===== src/pkg/ucd_pkg.sv =====
// Constants and carrier types for the serial ports 3/4 config decode block
// How it works
// - Each of the three registers is reached only in config state with its index in the select register.
// - The port-4 shadow is read-only and mirrors the last write to the port-4 FIFO control register.
// - FIFO control bit 0 enables both transmitter and receiver FIFOs.
// - Bit 1 flushes the receiver FIFO and clears itself.
// - Bit 2 flushes the transmitter FIFO and clears itself.
// - Bit 3, the DMA mode select, is stored but changes nothing.
// - Shadow bits 4 and 5 always read zero.
// - Bits 7:6 pick the receiver trigger level of 1, 4, 8 or 14 bytes.
// - Each base register places its port at one of 96 8-byte slots from 100h to 3F8h.
// - Base register bits 7:1 hold I/O address bits 9:3 for the decoder.
// - With address bits 9 and 8 both zero the port is disabled.
// - Base register bit 0 is written as zero by software and always reads zero.
// - A port is selected only when I/O address bits 15:10 are zero.
// - Address bits 2:0 are ignored by the base decode.
// - Both base registers reset to zero so both ports start disabled.
package ucd_pkg;
    localparam logic [7:0] IDX_P4_FIFO_SHADOW = 8'h1a;
    localparam logic [7:0] IDX_P3_BASE = 8'h1b;
    localparam logic [7:0] IDX_P4_BASE = 8'h1c;
    localparam logic [7:0] BASE_RESET = 8'h00;
    localparam logic [7:0] SHADOW_RESET = 8'h00;
    localparam logic [7:0] SHADOW_RD_MASK = 8'hcf;
    localparam logic [2:0] FIFO_CTRL_OFS = 3'h2;
    localparam int FC_ENABLE = 0;
    localparam int FC_RX_FLUSH = 1;
    localparam int FC_TX_FLUSH = 2;
    localparam int FC_DMA = 3;
    localparam int FC_TRIG_LO = 6;
    localparam logic [4:0] TRIG_1 = 5'h01;
    localparam logic [4:0] TRIG_4 = 5'h04;
    localparam logic [4:0] TRIG_8 = 5'h08;
    localparam logic [4:0] TRIG_14 = 5'h0e;

    // Per-port outputs toward a UART core
    typedef struct packed {
        logic [15:0] base_addr;
        logic enable;
        logic match;
    } ucd_port_s;

    // Decoded FIFO control toward the port-4 core
    typedef struct packed {
        logic fifo_enable;
        logic rx_flush;
        logic tx_flush;
        logic dma_mode;
        logic [4:0] rx_trigger;
    } ucd_fifo_s;
endpackage : ucd_pkg


===== src/design/ucd_port_decode.sv =====
// Base-address decoder for one serial port
`timescale 1ns/100ps
`default_nettype none
module ucd_port_decode (
    input wire logic [7:0] base_select,
    input wire logic [15:0] io_addr,
    output ucd_pkg::ucd_port_s port
);
    // Bits 7:1 carry address bits 9:3; bits 2:0 never take part
    always_comb begin
        port.base_addr = {6'h00, base_select[7:1], 3'h0};
        port.enable = |base_select[7:6];
        port.match = port.enable
            && (io_addr[15:10] == 6'h00)
            && (io_addr[9:3] == base_select[7:1]);
    end
endmodule : ucd_port_decode
`default_nettype wire


===== src/design/ucd_config_regs.sv =====
// Config registers and decode for serial ports 3 and 4
`timescale 1ns/100ps
`default_nettype none
module ucd_config_regs (
    input wire logic mclk,
    input wire logic rst_n,
    input wire logic config_state,
    input wire logic [7:0] config_select_index,
    input wire logic cfg_wr,
    input wire logic cfg_rd,
    input wire logic [7:0] cfg_wdata,
    input wire logic io_wr,
    input wire logic [15:0] io_addr,
    input wire logic [7:0] io_wdata,
    output logic [7:0] cfg_rdata,
    output logic cfg_rvalid,
    output ucd_pkg::ucd_port_s port3,
    output ucd_pkg::ucd_port_s port4,
    output ucd_pkg::ucd_fifo_s port4_fifo
);
    typedef struct packed {
        logic [7:0] p3_base;
        logic [7:0] p4_base;
        logic [7:0] shadow;
        logic [7:0] rdata;
        logic rvalid;
        ucd_pkg::ucd_port_s p3;
        ucd_pkg::ucd_port_s p4;
        ucd_pkg::ucd_fifo_s fifo;
    } ucd_state_s;

    ucd_state_s st;
    ucd_state_s next_st;
    ucd_pkg::ucd_port_s dec3;
    ucd_pkg::ucd_port_s dec4;
    logic fc_hit;

    ////////////////////////////////////////////////////////////////////
    // Trigger level decode
    function automatic logic [4:0] ucd_trigger(input logic [1:0] code);
        case (code)
            2'b00: ucd_trigger = ucd_pkg::TRIG_1;
            2'b01: ucd_trigger = ucd_pkg::TRIG_4;
            2'b10: ucd_trigger = ucd_pkg::TRIG_8;
            default: ucd_trigger = ucd_pkg::TRIG_14;
        endcase
    endfunction : ucd_trigger

    ////////////////////////////////////////////////////////////////////
    // Address decoders, combinational from the stored bases
    ucd_port_decode u_dec3 (
        .base_select(st.p3_base),
        .io_addr(io_addr),
        .port(dec3)
    );
    ucd_port_decode u_dec4 (
        .base_select(st.p4_base),
        .io_addr(io_addr),
        .port(dec4)
    );

    // Run-time write to FIFO control of port 4 at base plus two
    assign fc_hit = io_wr && dec4.match
        && (io_addr[2:0] == ucd_pkg::FIFO_CTRL_OFS);

    ////////////////////////////////////////////////////////////////////
    // Next-state logic
    always_comb begin
        next_st = st;
        next_st.rvalid = 1'b0;
        // Flush strobes last one cycle only
        next_st.fifo.rx_flush = 1'b0;
        next_st.fifo.tx_flush = 1'b0;
        // Config writes gated by state and index
        if (config_state && cfg_wr) begin
            case (config_select_index)
                ucd_pkg::IDX_P3_BASE: begin
                    next_st.p3_base = {cfg_wdata[7:1], 1'b0};
                end
                ucd_pkg::IDX_P4_BASE: begin
                    next_st.p4_base = {cfg_wdata[7:1], 1'b0};
                end
                default: begin
                    // Shadow index and others ignore writes
                end
            endcase
        end
        // Shadow keeps the stored bits; flush bits never stay set
        if (fc_hit) begin
            next_st.shadow = io_wdata & ucd_pkg::SHADOW_RD_MASK;
            next_st.shadow[ucd_pkg::FC_RX_FLUSH] = 1'b0;
            next_st.shadow[ucd_pkg::FC_TX_FLUSH] = 1'b0;
            next_st.fifo.fifo_enable = io_wdata[ucd_pkg::FC_ENABLE];
            next_st.fifo.rx_flush = io_wdata[ucd_pkg::FC_RX_FLUSH];
            next_st.fifo.tx_flush = io_wdata[ucd_pkg::FC_TX_FLUSH];
            // Kept for readback only, no core behaviour hangs on it
            next_st.fifo.dma_mode = io_wdata[ucd_pkg::FC_DMA];
            next_st.fifo.rx_trigger =
                ucd_trigger(io_wdata[ucd_pkg::FC_TRIG_LO +: 2]);
        end
        // Config reads; unmatched index reads zero
        if (config_state && cfg_rd) begin
            next_st.rvalid = 1'b1;
            case (config_select_index)
                ucd_pkg::IDX_P4_FIFO_SHADOW:
                    next_st.rdata = st.shadow & ucd_pkg::SHADOW_RD_MASK;
                ucd_pkg::IDX_P3_BASE:
                    next_st.rdata = {st.p3_base[7:1], 1'b0};
                ucd_pkg::IDX_P4_BASE:
                    next_st.rdata = {st.p4_base[7:1], 1'b0};
                default:
                    next_st.rdata = 8'h00;
            endcase
        end
        // Registered decode outputs, one cycle behind io_addr
        next_st.p3 = dec3;
        next_st.p4 = dec4;
    end

    ////////////////////////////////////////////////////////////////////
    // State register; bases reset to zero so ports start disabled
    always_ff @(posedge mclk) begin
        if (!rst_n) begin
            st <= '0;
            st.p3_base <= ucd_pkg::BASE_RESET;
            st.p4_base <= ucd_pkg::BASE_RESET;
            st.shadow <= ucd_pkg::SHADOW_RESET;
            st.fifo.rx_trigger <= ucd_pkg::TRIG_1;
        end else begin
            st <= next_st;
        end
    end

    // Outputs straight from the state flops
    assign cfg_rdata = st.rdata;
    assign cfg_rvalid = st.rvalid;
    assign port3 = st.p3;
    assign port4 = st.p4;
    assign port4_fifo = st.fifo;
endmodule : ucd_config_regs
`default_nettype wire


===== config.mk =====
export PLATFORM = sky130hd
export DESIGN_NAME = ucd_config_regs
export DESIGN_NICKNAME = d
export VERILOG_FILES = /design/src/pkg/ucd_pkg.sv /design/src/design/ucd_port_decode.sv /design/src/design/ucd_config_regs.sv
export SDC_FILE = /design/constraint.sdc
export NUM_CORES = 1
export LEC_CHECK = 0
export BUFFER_PORTS_ARGS = -buffer_cell sky130_fd_sc_hd__buf_2
export CORE_MARGIN = 2
export CORE_UTILIZATION = 45
export CTS_BUF_LIST = sky130_fd_sc_hd__clkbuf_8
export DETAILED_ROUTE_END_ITERATION = 10
export PLACE_DENSITY = 0.78
export SLEW_MARGIN = 25
export SYNTH_ARGS = -nofsm -noshare
export SYNTH_HDL_FRONTEND = slang
export SYNTH_SLANG_ARGS = --single-unit

===== constraint.sdc =====
create_clock -name mclk -period 1.4 [get_ports mclk]
set_clock_uncertainty 0.1 [all_clocks]
set_input_delay 0.28 -clock mclk [delete_from_list [all_inputs] [get_ports mclk]]
set_output_delay 0.28 -clock mclk [all_outputs]
set_load 0.005 [all_outputs]

==> results of run 1 <==
## state kept, by name, indices dropped and copies added (netlist names)
register and flops:
st 18, port4 9, port3 9, cfg_rvalid 1, cfg_rdata 8, port4_fifo 6
## metrics by stage
stage / utilization [%] / hold WS (ps)
after floorplan: - / 300
after global placement: 53.1 / 339
after detailed placement: 53.1 / 351
after CTS: 56.8 / 94.2
after global routing: 57.4 / 105
final: 57.4 / 109
## cell type report
type,count,area (µm²)
timing repair buffer,110,671
inverter,5,18.8
sequential,51,1030
clock inverter,2,38.8
fill,490,2300
clock buffer,6,82.6
multi-input combinational,161,1170
tap,72,90.1
## power by group
group / leakage (µW) / switching (µW) / internal (µW)
Clock: 0.0000618 / 480 / 588
Combinational: 0.000975 / 116 / 108
Sequential: 0.000414 / 0.550 / 1450
## final timing paths
| kind | from | endpoint | slack (ps) | depth (start not counted) |
|---|---|---|---|---|
| min | io_wdata[3] | st[57]$_SDFFE_PN0P_ | 110 | 3 |
| min reg2reg | cfg_rdata[3]$_SDFFE_PN0P_ | cfg_rdata[3]$_SDFFE_PN0P_ | 360 | 2 |
| max reg2reg | st[68]$_SDFFE_PN0P_ | port4_fifo[0]$_SDFFE_PN1P_ | -190 | 4 |
| max | st[68]$_SDFFE_PN0P_ | port4_fifo[0]$_SDFFE_PN1P_ | -190 | 4 |
## what timing repair did
action | CTS | global route
hold buffers | 0 | 0
gates resized for setup | 13 | 3
setup endpoints to repair | 11 | 11
pin swaps | 7 | 5
setup buffers | 0 | 3
## cells in the final DEF, fill, tap and decap left out, drive strengths merged, types with 2 or more instances in the layout
cell type,synthesis,layout
nand4bb,3,3
conb,1,19
and2,16,16
a2bb2oi,4,4
or2,2,2
and4,2,2
nor4,2,2
inv,5,6
nand3b,2,2
mux2i,21,21
nor2,22,22
buf,56,110
and3,2,2
xnor2,6,6
nor3,5,5
nor3b,2,2
nand3,2,2
clkbuf,5,6
a22oi,6,6
a21oi,3,3
dfxtp,51,51
a21o,3,3
xor2,7,7
nand2,19,19
## worst max-delay path, delay by kind of cell, from the launching register on
family / cells / cell delay, ps
DFF: 1 / 350
and+or+nand+nor: 2 / 620
AOI/OAI and AO/OA: 1 / 250
xor gates and xnor gates: 1 / 170
## cells by family (layout without fill, tap and decap cells)
group                  Yosys count  count (layout)  synth area share [%]
AO/OA/AOI/OAI                   22              22                  6.70
XOR/XNOR                        13              13                  4.58
buffers and inverters           66             123                  18.3
flip-flops                      51              51                  41.1
multiplexers                    21              21                  8.46
other                            1              19                 0.151
AND/OR/NAND/NOR                 86              86                  20.7
## metal layers
layer | vias to the layer above | GRT usage, % | wire length, µm
met2 | 81 | 31.2 | 2660
met3 | 8 | 5.06 | 424
met1 | 863 | 20.6 | 2190
met4 | 0 | 5.79 | 82
met5 | - | 0 | 0
li1 | 943 | - | -
==> flow_summary.json, run 1 <==
{
  "outcome": "finished with violations",
  "failed_checks": "negative setup slack",
  "cts-htree-levels": 2,
  "worst_slack_ps": -192,
  "gp_congestion": 0.758,
  "post_synthesis_register_bit_count": 51,
  "synth_top_area_share_pct": 41.1,
  "cell_with_the_most_instances_after_synthesis": "sky130_fd_sc_hd__buf_4",
  "critPathCaptureType": "flip-flop",
  "synthesized_area_divided_by_synthesized_cell_count_um2": 9.55,
  "critical_path_required_ps": 1490,
  "period_share_pct": 114,
  "grt_first_pass_wirelength_um": 8540,
  "number_of_cells_after_detailed_placement": 396,
  "grt_max_degree": 24,
  "design.core.area_um2": 5410,
  "fin_nets": 380,
  "total_die_area_um2": 6130,
  "post_layout_inst_area_um2": 3100,
  "initialDrtViolationCount": 35,
  "crit_chain": "xor2_1 -> nand4bb_4 -> or3_1 -> o311ai_1",
  "worst-setup-path-type": "reg -> reg",
  "first_global_vias": 1871,
  "synth-edff-count": 0,
  "share_of_async_settable_or_async_resettable_flops_after_synthesis_pct": 0,
  "final-setup-viol-count": 10,
  "n_antenna_cell": 0,
  "drv_slew": 0,
  "netlist_instances": 260,
  "via_count": 1895,
  "clock-sinks": 51,
  "die_h_um": 78.3,
  "number_of_i_o_port_buffers": 77,
  "drt-vias-per-instance": 4.66,
  "clkSlewWorstSetupHoldPaths_ps": 100,
  "power.ir.vdd_worst_mv": 0.487,
  "post_synth_instance_area_um2": 2480,
  "drc_errors": 0,
  "tightestPinTransition_ps": 536,
  "crit_path_max_fanout": 4,
  "fp-row-count": 27,
  "fin_setup_tns_ps": -722,
  "root_buffer": "sky130_fd_sc_hd__clkbuf_8",
  "clk_path_buf_depth": 2,
  "detail_route_antenna_nets": 0,
  "clock_tree_from_tritoncts": "done",
  "maxCapViolCount": 0,
  "pwr_total_uw": 2740,
  "synthToLayoutAreaGrowth_pct": 24.9,
  "layout_min_cycle_time_ps": 1590,
  "critical_path.slowest_cell": "sky130_fd_sc_hd__or3_1",
  "synth_cell_types": 42,
  "timing.slew.headroom_pct": 64.1,
  "grtUsageTotal_pct": 17.7,
  "power.density_nw_per_um2": 885,
  "crit_path_max_incr_delay_ps": 400,
  "post-synth-top-area-cell": "sky130_fd_sc_hd__dfxtp_1",
  "synth.top_cells.by_area": "sky130_fd_sc_hd__dfxtp_1, sky130_fd_sc_hd__buf_4, sky130_fd_sc_hd__mux2i_1, sky130_fd_sc_hd__and2_1, sky130_fd_sc_hd__nor2_1",
  "clock_insertion_delay_worst_skew_ps": 300,
  "detailed_place_hpwl_um": 4040,
  "worst_setup_path_start_kind": "flip-flop",
  "cts_buffers": 5,
  "grt_remaining_overflow": 0,
  "layout.cells.non_filler": 407,
  "dominantRegCellSynth": "sky130_fd_sc_hd__dfxtp_1",
  "total_leakage_power_uw": 0.00145,
  "floorplan.initialDensity_pct": 45.9,
  "io_pins": 100,
  "firstDrtPassIters": 4,
  "antenna_found_initial": 0,
  "totalWireLength_um": 5350,
  "critical_path_arrival_ps": 1690,
  "post_dp_cell_area_um2": 2870,
  "timing.hold.worst.class": "in -> reg",
  "synth.yosys.seq_area_share_pct": 41.1,
  "fmax_mhz": 628,
  "drive_above_1_share_pct": 42.4,
  "grt_setup_unrepaired": "yes",
  "post-place-ws_ps": -348,
  "synth.cells.most_frequent": "sky130_fd_sc_hd__buf_4, sky130_fd_sc_hd__dfxtp_1, sky130_fd_sc_hd__nor2_1",
  "horiz_die_dim_um": 78.3,
  "yosysWarnings": 0,
  "drt-wirelength-per-cell_um": 13.2,
  "timing.final.hold_violations": 0
}
Power figures use the tool's default switching activity.
==> run 2, diff against run 1 <==
--- a/config.mk
+++ b/config.mk
@@ -8,8 +8,8 @@
 export BUFFER_PORTS_ARGS = -buffer_cell sky130_fd_sc_hd__buf_2
 export CORE_MARGIN = 2
-export CORE_UTILIZATION = 45
+export CORE_UTILIZATION = 54
 export CTS_BUF_LIST = sky130_fd_sc_hd__clkbuf_8
 export DETAILED_ROUTE_END_ITERATION = 10
-export PLACE_DENSITY = 0.78
+export PLACE_DENSITY = 0.88
 export SLEW_MARGIN = 25
 export SYNTH_ARGS = -nofsm -noshare
==> constraint.sdc (replaced) <==
create_clock -name mclk -period 1.85 [get_ports mclk]
set_clock_uncertainty 0.1 [all_clocks]
set_input_delay 0.37 -clock mclk [delete_from_list [all_inputs] [get_ports mclk]]
set_output_delay 0.37 -clock mclk [all_outputs]
set_load 0.01 [all_outputs]
==> flow_summary.json, run 2 (synthesized netlist as in run 1, its figures left out) <==
{
  "hold-path-endpoint": "port4_fifo[7]$_SDFF_PN0_",
  "cts_setup_buffers": 0,
  "clock-sinks": 51,
  "drc_errors": 0,
  "first_global_vias": 1703,
  "critical_path_arrival_ps": 1740,
  "grtUsageTotal_pct": 18.9,
  "detailed_place_hpwl_um": 3660,
  "gp_congestion": 0.814,
  "post-place-ws_ps": 41.8,
  "final-setup-viol-count": 0,
  "worst-setup-path-type": "reg -> reg",
  "number_of_i_o_port_buffers": 77,
  "cts-hold-fix-buffers": 0,
  "most-common-layout-cells": "sky130_fd_sc_hd__buf_2, sky130_fd_sc_hd__dfxtp_1, sky130_fd_sc_hd__nor2_1",
  "crit_path_max_fanout": 5,
  "design.core.area_um2": 4380,
  "clkSlewWorstSetupHoldPaths_ps": 90,
  "rr_startpoint": "st[68]$_SDFFE_PN0P_",
  "grt_setup_unrepaired": "no",
  "worst_slack_ps": 218,
  "most_common_cell_after_layout_fill_and_taps_aside": "sky130_fd_sc_hd__buf_2",
  "fin_nets": 357,
  "layout_min_cycle_time_ps": 1630,
  "n_antenna_cell": 0,
  "critical_path_required_ps": 1960,
  "floorplan.initialDensity_pct": 56.6,
  "period_share_pct": 88.2,
  "largest-register": "st",
  "totalWireLength_um": 4690,
  "grt_remaining_overflow": 0,
  "firstDrtPassIters": 4,
  "initialDrtViolationCount": 87,
  "worstSetupStartpoint": "st[68]$_SDFFE_PN0P_",
  "root_buffer": "sky130_fd_sc_hd__clkbuf_8",
  "power.density_nw_per_um2": 678,
  "timing.final.hold_violations": 0,
  "fin_setup_tns_ps": 0,
  "antenna_found_initial": 0,
  "power.ir.vdd_worst_mv": 0.311,
  "drt-wirelength-per-cell_um": 12.9,
  "final.hold.worst_slack_ps": 178,
  "filler_instances": 386,
  "worst_setup_path_start_kind": "flip-flop",
  "cts_buffers": 5,
  "via_count": 1802,
  "maxCapViolCount": 0,
  "synthToLayoutAreaGrowth_pct": 11.3,
  "worstHoldPathCells": 3,
  "r2r_end": "port4_fifo[0]$_SDFFE_PN1P_",
  "fp-row-count": 24,
  "clk_path_buf_depth": 2,
  "grt_max_degree": 24,
  "pwr_total_uw": 1870,
  "r2r_slack_ps": 220,
  "grt_first_pass_wirelength_um": 7670,
  "drive_above_1_share_pct": 33.0,
  "total_leakage_power_uw": 0.00128,
  "critPathCaptureType": "flip-flop",
  "clock_insertion_delay_worst_skew_ps": 310,
  "timing.hold.worst.start": "io_wdata[1]",
  "drv_slew": 0,
  "largest_reg_flops": 18,
  "detail_route_antenna_nets": 0,
  "horiz_die_dim_um": 71.8,
  "timing.reg2reg.worst_path_depth": 4,
  "drt-vias-per-instance": 4.95,
  "total_die_area_um2": 5160,
  "postCtsResizedCells": 0,
  "cts-htree-levels": 2,
  "outcome": "finished clean",
  "fmax_mhz": 613,
  "die_h_um": 71.8,
  "clock_tree_from_tritoncts": "done",
  "io_pins": 100,
  "timing.hold.worst.class": "in -> reg"
}
==> run 2: worst max-delay path by stage <==
| stage | endpoint | slack, ps | cells past startpoint |
|---|---|---|---|
| after floorplan | port4_fifo[1]$_SDFFE_PN0P_ | 270 | 4 |
| after global placement | port4_fifo[0]$_SDFFE_PN1P_ | 80 | 5 |
| after detailed placement | st[63]$_SDFFE_PN0P_ | 40 | 6 |
| after CTS | port4_fifo[0]$_SDFFE_PN1P_ | 210 | 4 |
| after global routing | port4_fifo[0]$_SDFFE_PN1P_ | 110 | 4 |
| final | port4_fifo[0]$_SDFFE_PN1P_ | 220 | 4 |
==> run 2: final cells by class <==
type / instances / area, µm² / share of cell area (%)
repair buffers: 87 / 498 / 18.0
inverters: 5 / 18.8 / 0.679
flip-flops and latches: 51 / 1020 / 36.9
multi-input cells: 161 / 1070 / 38.9
clock buffers: 5 / 68.8 / 2.49
clock inverters: 3 / 18.8 / 0.679
well taps: 52 / 65.1 / 2.35
==> run 2: worst max-delay path, stage by stage, from the launching register on <==
cell and delay [ps]:
sky130_fd_sc_hd__dfxtp_1 420, sky130_fd_sc_hd__nor3b_1 270, sky130_fd_sc_hd__o21bai_1 180, sky130_fd_sc_hd__or3_1 340, sky130_fd_sc_hd__o311ai_1 220
==> run 2: through the flow <==
| stage | area, µm² | std cells | utilization [%] |
|---|---|---|---|
| 2_1_floorplan | 2550 | 278 | - |
| 3_3_place_gp | 2680 | 356 | 61.1 |
| 3_5_place_dp | 2680 | 356 | 61.1 |
| 4_1_cts | 2770 | 364 | 63.1 |
| 5_1_grt | 2770 | 364 | 63.1 |
| 6_report | 2770 | 364 | 63.1 |
==> run 2: power by group <==
part | switching, µW | internal, µW | leakage, µW
Sequential | 0.414 | 1100 | 0.000411
Clock | 367 | 267 | 0.0000483
Combinational | 84.0 | 58.4 | 0.000816
Total | 451 | 1420 | 0.00128
==> run 2: metal layers <==
metal,wire [µm],GRT usage (%),part of all wire (%),up-vias
met5,0,0,0,-
li1,-,-,-,907
met4,67,7.55,1.4,0
met1,2030,23.7,43,816
met3,349,3.52,7.4,7
met2,2240,32.1,48,72
